### src/common/sjt_pkg.sv
// Shared constants and types of the boundary scan test port
package sjt_pkg;

  localparam int SJT_IR_W = 3;
  localparam int SJT_ID_W = 32;
  localparam int SJT_BSR_LEN = 109;
  localparam int SJT_TRI_CELL = 108;

  localparam logic [2:0] SJT_IR_EXTEST = 3'h0;
  localparam logic [2:0] SJT_IR_IDCODE = 3'h1;
  localparam logic [2:0] SJT_IR_SAMPLEZ = 3'h2;
  localparam logic [2:0] SJT_IR_SAMPLE = 3'h4;
  localparam logic [2:0] SJT_IR_BYPASS = 3'h7;
  localparam logic [2:0] SJT_IR_CAPTURE = 3'h1;
  localparam logic [2:0] SJT_IR_RESET = SJT_IR_IDCODE;

  localparam logic [2:0] SJT_ID_REVISION = 3'h0;
  // Arbitrary neutral identity values
  localparam logic [16:0] SJT_PART_CODE_DEF = 17'h0A5A5;
  localparam logic [10:0] SJT_MAKER_CODE_DEF = 11'h155;
  localparam logic SJT_ID_PRESENT = 1'h1;

  localparam logic SJT_TRI_RESET = 1'h1;
  localparam logic SJT_BYPASS_CAPTURE = 1'h0;

  typedef enum logic [3:0] {
    ST_TLR, ST_RTI, ST_SEL_DR, ST_CAP_DR, ST_SHIFT_DR, ST_EXIT1_DR, ST_PAUSE_DR,
    ST_EXIT2_DR, ST_UPD_DR, ST_SEL_IR, ST_CAP_IR, ST_SHIFT_IR, ST_EXIT1_IR,
    ST_PAUSE_IR, ST_EXIT2_IR, ST_UPD_IR
  } sjt_state_t;

  typedef enum logic [1:0] {SEL_BYPASS, SEL_ID, SEL_BSR} sjt_dr_sel_t;

  typedef struct packed {
    logic capture;
    logic shift;
    logic update;
    logic tlr;
  } sjt_dr_ctl_t;

endpackage

### src/sjt_bsr_chain.sv
// Boundary scan chain with shift stage and latched update stage
`timescale 1ns/1ns
`default_nettype none
module sjt_bsr_chain
  import sjt_pkg::*;
#(
  parameter int Len = SJT_BSR_LEN
) (
  input wire logic mclk,
  input wire logic sys_rst,
  input wire sjt_dr_ctl_t ctl,
  input wire logic serialIn,
  input wire logic [Len-2:0] pinSample,
  output logic serialOut,
  output logic [Len-1:0] updateOut
);

  logic [Len-1:0] shift_ff;
  logic [Len-1:0] nxt_shift;
  logic [Len-1:0] upd_ff;
  logic [Len-1:0] nxt_upd;

  always_comb begin
    nxt_shift = shift_ff;
    nxt_upd = upd_ff;
    if (ctl.capture) begin
      // Pin cells snapshot the ring, the internal cell reports its latch
      nxt_shift = {upd_ff[Len-1], pinSample};
    end else if (ctl.shift) begin
      // Enter at the top, leave at the bottom; capture data leaves as preload enters
      nxt_shift = {serialIn, shift_ff[Len-1:1]};
    end
    if (ctl.tlr) begin
      nxt_upd[Len-1] = SJT_TRI_RESET;
    end else if (ctl.update) begin
      nxt_upd = shift_ff;
    end
  end

  always_ff @(posedge mclk) begin
    if (sys_rst) begin
      shift_ff <= '0;
      upd_ff <= {SJT_TRI_RESET, {(Len-1){1'b0}}};
    end else begin
      shift_ff <= nxt_shift;
      upd_ff <= nxt_upd;
    end
  end

  assign serialOut = shift_ff[0];
  assign updateOut = upd_ff;

endmodule
`default_nettype wire

### src/sjt_tap_top.sv
// Boundary scan test access port controller, instruction and data registers
//
// Notes on behaviour
// Test inputs sampled on test clock rise, outputs change on test clock fall.
// Selected register shifts in at its top bit, out from its bottom bit.
// Five rising edges with mode select high reset the port, memory unaffected.
// Power-up reset leaves serial data-out in high impedance.
// Exactly one register sits in the serial path, chosen by the instruction.
// Three-bit instruction register holds identification after reset and Test-Logic-Reset.
// Capture-IR loads 01 into the two lowest instruction bits.
// Instructions shift in Shift-IR and take effect only at Update-IR.
// Bypass is one flip-flop, captured low under the bypass instruction.
// Bypass instruction puts the bypass bit in the Shift-DR path.
// Capture-DR loads pin states into the boundary chain; Shift-DR shifts it.
// Identification instruction captures the fixed 32-bit code and shifts it out.
// The controller never loads the three reserved instruction codes; here Update-IR loads them and they select bypass.
// Sample-high-impedance selects the chain and floats the output bus until Update-IR.
// Sample/preload snapshots all pins in Capture-DR without touching memory operation.
// Test clock stays at or below 20 MHz; pins held stable around capture.
// Preload latches a chosen pattern into the parallel update stage.
// Sample data shifts out while preload data shifts in, same pass.
// External test drives update-stage values onto pins and selects the chain.
// Latched cell 108 enables (high) or floats (low) the output bus under external test.
// Cell 108 latch is forced high at power-up and in Test-Logic-Reset.
// Codes: 000 extest, 001 id, 010 sample-Z, 100 sample, 111 bypass.
// Identification word: revision 31:29, part 28:12, maker 11:1, bit 0 one.
// Boundary chain is 109 cells, the last one internal.
// Standard sixteen-state controller advances on each test clock rise by mode select.
// Data-out drives only in Shift-IR and Shift-DR, else high impedance.
`timescale 1ns/1ns
`default_nettype none
module sjt_tap_top
  import sjt_pkg::*;
#(
  parameter int BsrLen = SJT_BSR_LEN,
  parameter logic [16:0] PartCode = SJT_PART_CODE_DEF,
  parameter logic [10:0] MakerCode = SJT_MAKER_CODE_DEF
) (
  input wire logic mclk,
  input wire logic sys_rst,
  input wire logic tckPin,
  input wire logic tmsPin,
  input wire logic tdiPin,
  input wire logic [BsrLen-2:0] pinState,
  output logic tdoOut,
  output logic tdoOe_n,
  output logic qBusHighZ,
  output logic extestDrive,
  output logic [BsrLen-2:0] pinDrive,
  output logic tapInReset
);

  // Data register selected by an instruction; reserved codes fall back to bypass
  function automatic sjt_dr_sel_t drSel(input logic [SJT_IR_W-1:0] code);
    sjt_dr_sel_t sel;
    sel = SEL_BYPASS;
    case (code)
      SJT_IR_IDCODE: sel = SEL_ID;
      SJT_IR_EXTEST, SJT_IR_SAMPLEZ, SJT_IR_SAMPLE: sel = SEL_BSR;
      default: sel = SEL_BYPASS;
    endcase
    return sel;
  endfunction

  // Pin synchronisers, two flops each
  logic [2:0] pinMeta_ff;
  logic [2:0] pinSync_ff;
  logic tckPrev_ff;
  logic [2:0] nxt_pinMeta;
  logic [2:0] nxt_pinSync;
  logic nxt_tckPrev;
  logic tckRise;
  logic tckFall;
  logic tmsS;
  logic tdiS;

  always_comb begin
    nxt_pinMeta = {tckPin, tmsPin, tdiPin};
    nxt_pinSync = pinMeta_ff;
    nxt_tckPrev = pinSync_ff[2];
  end

  always_ff @(posedge mclk) begin
    if (sys_rst) begin
      pinMeta_ff <= '0;
      pinSync_ff <= '0;
      tckPrev_ff <= 1'b0;
    end else begin
      pinMeta_ff <= nxt_pinMeta;
      pinSync_ff <= nxt_pinSync;
      tckPrev_ff <= nxt_tckPrev;
    end
  end

  assign tckRise = pinSync_ff[2] & ~tckPrev_ff;
  assign tckFall = ~pinSync_ff[2] & tckPrev_ff;
  assign tmsS = pinSync_ff[1];
  assign tdiS = pinSync_ff[0];

  // Controller state machine
  sjt_state_t state_ff;
  sjt_state_t nxt_state;

  always_comb begin
    nxt_state = state_ff;
    if (tckRise) begin
      case (state_ff)
        ST_TLR: nxt_state = tmsS ? ST_TLR : ST_RTI;
        ST_RTI: nxt_state = tmsS ? ST_SEL_DR : ST_RTI;
        ST_SEL_DR: nxt_state = tmsS ? ST_SEL_IR : ST_CAP_DR;
        ST_CAP_DR: nxt_state = tmsS ? ST_EXIT1_DR : ST_SHIFT_DR;
        ST_SHIFT_DR: nxt_state = tmsS ? ST_EXIT1_DR : ST_SHIFT_DR;
        ST_EXIT1_DR: nxt_state = tmsS ? ST_UPD_DR : ST_PAUSE_DR;
        ST_PAUSE_DR: nxt_state = tmsS ? ST_EXIT2_DR : ST_PAUSE_DR;
        ST_EXIT2_DR: nxt_state = tmsS ? ST_UPD_DR : ST_SHIFT_DR;
        ST_UPD_DR: nxt_state = tmsS ? ST_SEL_DR : ST_RTI;
        ST_SEL_IR: nxt_state = tmsS ? ST_TLR : ST_CAP_IR;
        ST_CAP_IR: nxt_state = tmsS ? ST_EXIT1_IR : ST_SHIFT_IR;
        ST_SHIFT_IR: nxt_state = tmsS ? ST_EXIT1_IR : ST_SHIFT_IR;
        ST_EXIT1_IR: nxt_state = tmsS ? ST_UPD_IR : ST_PAUSE_IR;
        ST_PAUSE_IR: nxt_state = tmsS ? ST_EXIT2_IR : ST_PAUSE_IR;
        ST_EXIT2_IR: nxt_state = tmsS ? ST_UPD_IR : ST_SHIFT_IR;
        ST_UPD_IR: nxt_state = tmsS ? ST_SEL_DR : ST_RTI;
        default: nxt_state = ST_TLR;
      endcase
    end
  end

  always_ff @(posedge mclk) begin
    if (sys_rst) begin
      state_ff <= ST_TLR;
    end else begin
      state_ff <= nxt_state;
    end
  end

  // Instruction register
  logic [SJT_IR_W-1:0] irShift_ff;
  logic [SJT_IR_W-1:0] instr_ff;
  logic [SJT_IR_W-1:0] nxt_irShift;
  logic [SJT_IR_W-1:0] nxt_instr;
  sjt_dr_sel_t curSel;

  assign curSel = drSel(instr_ff);

  always_comb begin
    nxt_irShift = irShift_ff;
    nxt_instr = instr_ff;
    if (tckRise && state_ff == ST_CAP_IR) begin
      nxt_irShift = SJT_IR_CAPTURE;
    end else if (tckRise && state_ff == ST_SHIFT_IR) begin
      nxt_irShift = {tdiS, irShift_ff[SJT_IR_W-1:1]};
    end
    if (state_ff == ST_TLR) begin
      nxt_instr = SJT_IR_RESET;
    end else if (tckFall && state_ff == ST_UPD_IR) begin
      nxt_instr = irShift_ff;
    end
  end

  always_ff @(posedge mclk) begin
    if (sys_rst) begin
      irShift_ff <= SJT_IR_CAPTURE;
      instr_ff <= SJT_IR_RESET;
    end else begin
      irShift_ff <= nxt_irShift;
      instr_ff <= nxt_instr;
    end
  end

  // Bypass and identification registers
  logic bypass_ff;
  logic [SJT_ID_W-1:0] idShift_ff;
  logic nxt_bypass;
  logic [SJT_ID_W-1:0] nxt_idShift;
  logic capDr;
  logic shDr;
  logic [SJT_ID_W-1:0] idWord;

  assign idWord = {SJT_ID_REVISION, PartCode, MakerCode, SJT_ID_PRESENT};
  assign capDr = tckRise && state_ff == ST_CAP_DR;
  assign shDr = tckRise && state_ff == ST_SHIFT_DR;

  always_comb begin
    nxt_bypass = bypass_ff;
    nxt_idShift = idShift_ff;
    if (curSel == SEL_BYPASS) begin
      if (capDr) begin
        nxt_bypass = SJT_BYPASS_CAPTURE;
      end else if (shDr) begin
        nxt_bypass = tdiS;
      end
    end
    if (curSel == SEL_ID) begin
      if (capDr) begin
        nxt_idShift = idWord;
      end else if (shDr) begin
        nxt_idShift = {tdiS, idShift_ff[SJT_ID_W-1:1]};
      end
    end
  end

  always_ff @(posedge mclk) begin
    if (sys_rst) begin
      bypass_ff <= SJT_BYPASS_CAPTURE;
      idShift_ff <= '0;
    end else begin
      bypass_ff <= nxt_bypass;
      idShift_ff <= nxt_idShift;
    end
  end

  // Boundary scan chain
  sjt_dr_ctl_t bsrCtl;
  logic bsrOut;
  logic [BsrLen-1:0] bsrUpd;

  always_comb begin
    bsrCtl.capture = capDr && curSel == SEL_BSR;
    bsrCtl.shift = shDr && curSel == SEL_BSR;
    bsrCtl.update = tckFall && state_ff == ST_UPD_DR && curSel == SEL_BSR;
    bsrCtl.tlr = state_ff == ST_TLR;
  end

  sjt_bsr_chain #(
    .Len(BsrLen)
  ) u_bsr (
    .mclk(mclk),
    .sys_rst(sys_rst),
    .ctl(bsrCtl),
    .serialIn(tdiS),
    .pinSample(pinState),
    .serialOut(bsrOut),
    .updateOut(bsrUpd)
  );

  // Serial output, updated on the test clock fall; pin controls follow the instruction, latch and state
  logic tdo_ff;
  logic tdoOe_n_ff;
  logic qBusHighZ_ff;
  logic extestDrive_ff;
  logic [BsrLen-2:0] pinDrive_ff;
  logic tapInReset_ff;
  logic nxt_tdo;
  logic nxt_tdoOe_n;
  logic nxt_qBusHighZ;
  logic nxt_extestDrive;
  logic [BsrLen-2:0] nxt_pinDrive;
  logic nxt_tapInReset;
  logic srcBit;

  always_comb begin
    case (curSel)
      SEL_ID: srcBit = idShift_ff[0];
      SEL_BSR: srcBit = bsrOut;
      default: srcBit = bypass_ff;
    endcase
  end

  always_comb begin
    nxt_tdo = tdo_ff;
    nxt_tdoOe_n = tdoOe_n_ff;
    if (tckFall) begin
      if (state_ff == ST_SHIFT_IR) begin
        nxt_tdo = irShift_ff[0];
        nxt_tdoOe_n = 1'b0;
      end else if (state_ff == ST_SHIFT_DR) begin
        nxt_tdo = srcBit;
        nxt_tdoOe_n = 1'b0;
      end else begin
        nxt_tdoOe_n = 1'b1;
      end
    end
    // Instruction and latch change on a fall or on entry to Test-Logic-Reset, so these follow them
    nxt_extestDrive = instr_ff == SJT_IR_EXTEST;
    nxt_qBusHighZ = (instr_ff == SJT_IR_SAMPLEZ) ||
                    (instr_ff == SJT_IR_EXTEST && !bsrUpd[SJT_TRI_CELL]);
    nxt_pinDrive = bsrUpd[BsrLen-2:0];
    nxt_tapInReset = state_ff == ST_TLR;
  end

  always_ff @(posedge mclk) begin
    if (sys_rst) begin
      tdo_ff <= 1'b0;
      tdoOe_n_ff <= 1'b1;
      qBusHighZ_ff <= 1'b0;
      extestDrive_ff <= 1'b0;
      pinDrive_ff <= '0;
      tapInReset_ff <= 1'b1;
    end else begin
      tdo_ff <= nxt_tdo;
      tdoOe_n_ff <= nxt_tdoOe_n;
      qBusHighZ_ff <= nxt_qBusHighZ;
      extestDrive_ff <= nxt_extestDrive;
      pinDrive_ff <= nxt_pinDrive;
      tapInReset_ff <= nxt_tapInReset;
    end
  end

  assign tdoOut = tdo_ff;
  assign tdoOe_n = tdoOe_n_ff;
  assign qBusHighZ = qBusHighZ_ff;
  assign extestDrive = extestDrive_ff;
  assign pinDrive = pinDrive_ff;
  assign tapInReset = tapInReset_ff;

endmodule
`default_nettype wire

### config.mk
export PLATFORM = sky130hd
export DESIGN_NAME = sjt_tap_top
export DESIGN_NICKNAME = d
export VERILOG_FILES = /design/src/common/sjt_pkg.sv /design/src/sjt_bsr_chain.sv /design/src/sjt_tap_top.sv
export SDC_FILE = /design/constraint.sdc
export NUM_CORES = 1
export LEC_CHECK = 0
export BUFFER_PORTS_ARGS = -buffer_cell sky130_fd_sc_hd__buf_2
export CORE_MARGIN = 1
export CORE_UTILIZATION = 30
export CTS_CLUSTER_SIZE = 16
export DETAILED_ROUTE_END_ITERATION = 7
export MAX_ROUTING_LAYER = met4
export PLACE_DENSITY_LB_ADDON = 0.25
export RECOVER_POWER = 50
export SYNTH_ARGS = -nofsm -noshare
export SYNTH_HDL_FRONTEND = slang
export SYNTH_SLANG_ARGS = --single-unit
### constraint.sdc
create_clock -name mclk -period 2.23 [get_ports mclk]
set_input_delay 0.223 -clock mclk [delete_from_list [all_inputs] [get_ports mclk]]
set_output_delay 0.223 -clock mclk [all_outputs]
set_load 0.01 [all_outputs]
Word-level counts from Yosys, hierarchy flattened
Index checks and enable logic that the tools add are counted.
{"block": "classes", "eq_ne": 20, "mux": 25, "bitwise_logic": 5, "reduce_logical": 28}
{"op": "2-to-1 mux 109 bit", "n": 2}
{"op": "2-to-1 mux 32 bit", "n": 2}
{"op": "one-hot mux 4 bit (12 select lines)", "n": 1}
{"op": "equality test 4 bit (second input constant)", "n": 8}
{"op": "equality test 4 x 3 -> 1 bit (second input constant)", "n": 4}
{"op": "2-to-1 mux 4 bit", "n": 4}
{"op": "logical AND 1 bit", "n": 10}
{"op": "2-to-1 mux 1 bit", "n": 9}
{"op": "equality test 4 x 2 -> 1 bit (second input constant)", "n": 2}
{"op": "AND reduction 2 bit", "n": 4}
{"op": "OR reduction 2 bit", "n": 4}
{"op": "2-to-1 mux 2 bit", "n": 3}
{"op": "2-to-1 mux 3 bit", "n": 2}
{"op": "nonzero test 2 bit", "n": 3}
{"op": "OR reduction 3 bit", "n": 2}
{"op": "equality test 4 x 1 -> 1 bit (second input constant)", "n": 1}
{"op": "zero test 4 bit", "n": 1}
{"op": "one-hot mux 2 bit (2 select lines)", "n": 1}
{"op": "equality test 3 x 1 -> 1 bit (second input constant)", "n": 1}
{"op": "equality test 3 x 2 -> 1 bit (second input constant)", "n": 1}
{"op": "equality test 3 bit (second input constant)", "n": 1}
{"op": "zero test 3 bit", "n": 1}
{"op": "inverter 1 bit", "n": 3}
{"op": "bitwise AND 1 bit", "n": 2}
{"op": "6 further kinds", "n": 6}
{"block": "totals", "ff_bits": 381, "input_bits": 113, "out_inout_bits": 113, "elab_cells": 95}

Depth between registers and ports, before layout
{"block": "logic_depth", "ltp_word": 7, "mapped_depth": 9, "ltp_nobuf": 8}

Modules after synthesis
From an unflattened synthesis, not the netlist that was laid out.
{"block": "unflattened", "hier_cells": 1456, "area_unflattened_um2": 14283.7}
{"mod": "sjt_bsr_chain", "instances": 1, "cells_per_inst": 946, "area_each_um2": 8874.8, "seq_area_each_um2": 4364.2}
{"mod": "sjt_tap_top", "instances": 1, "cells_per_inst": 510, "area_each_um2": 5408.9, "seq_area_each_um2": 3263.1}

Least setup slack after synthesis
Ideal clock, no wire load.
{"block": "synth_path", "path_type": "register -> register", "startpoint": "register instr_ff[2]", "endpoint": "register u_bsr.upd_ff[100] (netlist: u_bsr.updateOut[100])", "setup_ps": 70, "arrival_ps": 1629, "t_required_ps": 2160, "path_slack_ps": 531, "path_stages_with_launch": 10, "path_buffers": 3, "period_less_slack_ps": 1699, "cell_sequence": "dfxtp_1 > nor2_1 > nand2_1 > ha_1 > nand4_1 > buf_2 > buf_2 > clkbuf_1 > nand2_1 > a21oi_1"}
{"block": "synth_via", "elab_chain_cells": 6, "word_cells_on_any_way": 9, "classes_between": "4 x eq/ne; 1 x mux; 4 x reduce/logical"}
{"item": "start, declared", "line_no": "sjt_tap_top.sv:139", "text": "logic [SJT_IR_W-1:0] instr_ff;"}
{"item": "start signal, assigned", "line_no": "sjt_tap_top.sv:167", "text": "instr_ff <= nxt_instr;"}
{"item": "equality test 3 x 2 -> 1 bit (tied with other cells)", "line_no": "sjt_tap_top.sv:57", "text": "case (code)"}
{"item": "OR reduction 3 bit", "line_no": "sjt_tap_top.sv:57"}
{"item": "one-hot mux 2 bit (2 select lines) (*)", "line_no": "sjt_tap_top.sv:57"}
{"item": "equality test 2 bit (*)", "line_no": "sjt_tap_top.sv:221", "text": "bsrCtl.update = tckFall && state_ff == ST_UPD_DR && curSel == SEL_BSR;"}
{"item": "logical AND 1 bit (*)", "line_no": "sjt_tap_top.sv:221"}
{"item": "AND reduction 2 bit (no line) (*)"}
{"item": "end signal, assigned", "line_no": "sjt_bsr_chain.sv:43", "text": "upd_ff <= {SJT_TRI_RESET, {(Len-1){1'b0}}};"}
{"item": "end signal, assigned", "line_no": "sjt_bsr_chain.sv:46", "text": "upd_ff <= nxt_upd;"}
{"item": "end, declared", "line_no": "sjt_bsr_chain.sv:20", "text": "logic [Len-1:0] upd_ff;"}
Mark *: on every way between the ends. The rest lies on a longest branch, timed or not.
A chain may end at the register's enable or synchronous reset.

Worst setup path after layout
{"block": "layout_path", "startpoint": "register state_ff[2]", "endpoint": "register u_bsr.shift_ff[25]"}
{"block": "layout_via", "elab_chain_cells": 4, "word_cells_on_any_way": 8, "classes_between": "2 x eq/ne; 1 x mux; 5 x reduce/logical"}
{"item": "start, declared", "line_no": "sjt_tap_top.sv:101", "text": "sjt_state_t state_ff;"}
{"item": "start signal, assigned", "line_no": "sjt_tap_top.sv:133", "text": "state_ff <= nxt_state;"}
{"item": "equality test 4 x 2 -> 1 bit / equality test 4 x 3 -> 1 bit (equally long branches)", "line_no": "sjt_tap_top.sv:181, sjt_tap_top.sv:182"}
{"item": "logical AND 1 bit, on equally long branches", "line_no": "sjt_tap_top.sv:181, sjt_tap_top.sv:182"}
{"item": "logical AND 1 bit, on equally long branches", "line_no": "sjt_tap_top.sv:219, sjt_tap_top.sv:220"}
{"item": "2-to-1 mux 109 bit / nonzero test 2 bit (equally long branches)"}
{"item": "end signal, assigned", "line_no": "sjt_bsr_chain.sv:45", "text": "shift_ff <= nxt_shift;"}
{"item": "end, declared", "line_no": "sjt_bsr_chain.sv:18", "text": "logic [Len-1:0] shift_ff;"}
Several ways; a longest one is shown, not always the timed one.

==> results.md <==
* Top post-synthesis cells by area: dfxtp_1 (58%), a221oi_1 (7.2%), nand2_1 (6.9%), nor2b_1 (5.7%), nor3_1 (5.4%)
* Total Neg Setup Slack at 0 ps
* Layout Area Growth over Synthesis at 25.39%
* Row Count at 76
* Cells along the critical path: nor3b_2 -> o211ai_4 -> buf_12 -> a221oi_1 -> nor3_1
* Synth Register Bits at 381
* LEAKAGE at between 5 and 6 nW
* Crit path DAT at about 2400 ps
* Wire per inst at roughly 15 um
* Outcome: completed
* YS warnings at 0
* Number of remaining DRC errors at 0
* Worst-path maximum fanout at 63
* Most common library cells after synthesis: dfxtp_1 (381), nand2_1 (243), nor3_1 (142)
* Clock Skew at roughly 23 ps
* Hold Fails Final Rpt at 0
* Final setup viols at 0
* GR Overflow Total at 0
* Die area at about 0.045 sq mm
* Clk_lat worst skew at approximately 550 ps
* First-pass GRT wire length at about 53000 um
* Delay-heaviest family, CP: flip-flops
* Max Freq at around 490 MHz
* Port Buffers at 225
* Clock Path Buffers at 3
* Seq/Total Area, Yosys at a little under 60%
* Final Slew Violations at 0
* DRT iter0 DRCs at 569
* HPWL Detailed at around 20000 um
* Mapped Cells at between 1000 and 1500
* Nature of the critical path startpoint: flip-flop
* CTS Root Cell: clkbuf_16
* Clock transition at the registers of the reported paths at 60 ps
* Synthesized cell area at approximately 0.013 sq mm
* Die H at approximately 210 um
* Hold crit path type: primary input to flip-flop
* Slowest-stage cell, CP: dfxtp_1
* Post-layout min period at between 2000 and 2500 ps
* Final Instance Area at between 0.015 and 0.02 sq mm
* Setup Buffers After CTS at 0
* Fin crit share at between 90 and 100%
* RSZ-0062 raised after global routing: false
* Crit Path Class: flip-flop to flip-flop
* Distinct cells, synth at 43
* # nets final at between 1500 and 2000
* Io pins at about 230
* Max-Cap Viols at 0
* Synth area leader: dfxtp_1
* Max VDD drop at between 0.4 and 0.5 mV
* Initial antenna violation count at 1
* First-pass DRT Iterations at 4
* Starting density of the core at 30.56%
* Count leader, synth: dfxtp_1
* Vias in the first global route at 10510
* CTS H-tree depth at 2
* CTS tree: yes
* CP Buf/Inv Count at 1
* Largest net degree at the start of global routing at 109
* Synth Flop Type: dfxtp_1
* Die Span X at approximately 210 um
* Asr flop ratio synth at 0%
* Area post-placement at about 0.015 sq mm
* Post-DRT Antenna Nets at 0
* Worst Path Required at approximately 2600 ps
* Worst slew pin tran at roughly 910 ps
* Via density at around 4.7
* DR vias at between 10000 and 15000
* Tot GR Track Use at between 15 and 20%
* PwrDens at a little over 800 mW/mm^2
* Syn_area_per_cell at between 8 and 9 sq um
* Placer Congestion at 0.7706
* Share of cells above drive strength 1 at a little under an eighth
* Clock Sinks at 381
* Relative slew slack at between 30 and 40%
* Num CTS Buffers at just over 40
* Worst setup EP type: flip-flop
* Worst stage delay on the critical path at roughly 650 ps
* CORE AREA at ~0.043 sq mm
* Number of synthesized flops with an enable pin at 0
* Routed Wire Length at ~33000 um
* Post-Syn Nets at between 1500 and 2000
* Yosys top cell area share at between 50% and 60%
-- layout make-up --
cell class / instances / area, sq um
Timing Repair Buffer: 295 / 1836
Clock buffer: 62 / 1207
Antenna cell: 1 / 2.502
Clock inverter: 9 / 76.32
Tap cell: 585 / 732.0
Multi-Input combinational cell: 954 / 5064
Fill cell: 4472 / 26690
Sequential cell: 381 / 7629
Inverter: 9 / 33.78
-- registers in the layout, indices dropped and copies added, names as in the netlist, 3 cells and up --
signal,cells
u_bsr.shift_ff,109
u_bsr.updateOut,109
pinDrive,108
idShift_ff,32
state_ff,4
instr_ff,3
irShift_ff,3
nxt_pinSync,3
pinSync_ff,3
-- worst register-to-register path, stage by stage, from the launching register on --
cell and delay, ps:
dfxtp_1 650, nor3b_2 500, o211ai_4 140, buf_12 240
a221oi_1 290, nor3_1 90
-- per-layer routing --
metal  track usage (%)  part of all wire [%]  vias up
li1                  -                     -     5460
met1             18.47                    45     5136
met2             24.39                    47      234
met3             3.412                   4.5       69
met4             5.372                   2.7        0
met5                 -                     0        -
-- power breakdown --
part / total, mW / switching, mW / internal [mW]
combinational: 0.341 / 0.192 / 0.149
clock: 6.51 / 2.66 / 3.84
sequential: 6.83 / 0.0107 / 6.81
-- logic make-up after synthesis --
group                      Yosys count  synth area share (%)
buffers and inverters              136                 4.163
xor gates and xnor gates             2                0.1325
and+or+nand+nor                    676                 23.58
AOI/OAI and AO/OA                  268                 13.78
DFF                                381                 57.68
adders and majority gates            3                0.2839
muxes                                5                0.3785
-- repair_timing --
action	CTS	global route
hold buffers	45	0
gates resized for setup	0	2
hold endpoints to repair	45	0
setup endpoints to repair	0	33
-- final timing paths --
check,start,endpoint,slack [ps],cells after the start
worst max register to register,state_ff[2],u_bsr.shift_ff[25],180,5
worst max-delay path,state_ff[2],u_bsr.shift_ff[25],180,5
worst min register to register,nxt_pinSync[0],pinSync_ff[0],440,1
worst min-delay path,pinState[20],u_bsr.shift_ff[20],30,3
-- placed cells by master, fill, tap and decap left out, types with 3 or more instances in the layout --
master           n
dlygate4sd3_1   45
clkbuf_1       131
buf_2          109
nand2_1        243
buf_12          17
clkinv_2         6
a21oi_1        132
o21ai_0          5
a211oi_1         4
mux2i_1          5
clkbuf_8         6
nor2b_1        121
nor3_1         142
buf_4            4
nand3_1         20
dfxtp_1        380
clkbuf_16       43
inv_1            9
a31oi_1          3
a221oi_1       109
ha_1             3
nor2_1         135
-- per-stage QoR --
step	std cells	worst slack [ps]	total power [mW]	utilization, %	hold slack, ps
CTS	2295	113.7	13.94	38.69	0.1780
global route	2296	22.02	14.23	38.32	7.275
global placement	2179	196.1	7.262	34.68	434.6
floorplan	1471	530.6	7.088	-	351.2
detailed placement	2179	131.0	7.261	34.68	427.6
finish	2296	179.8	13.67	38.32	34.90
No activity file was read; power rests on OpenSTA's default activity.
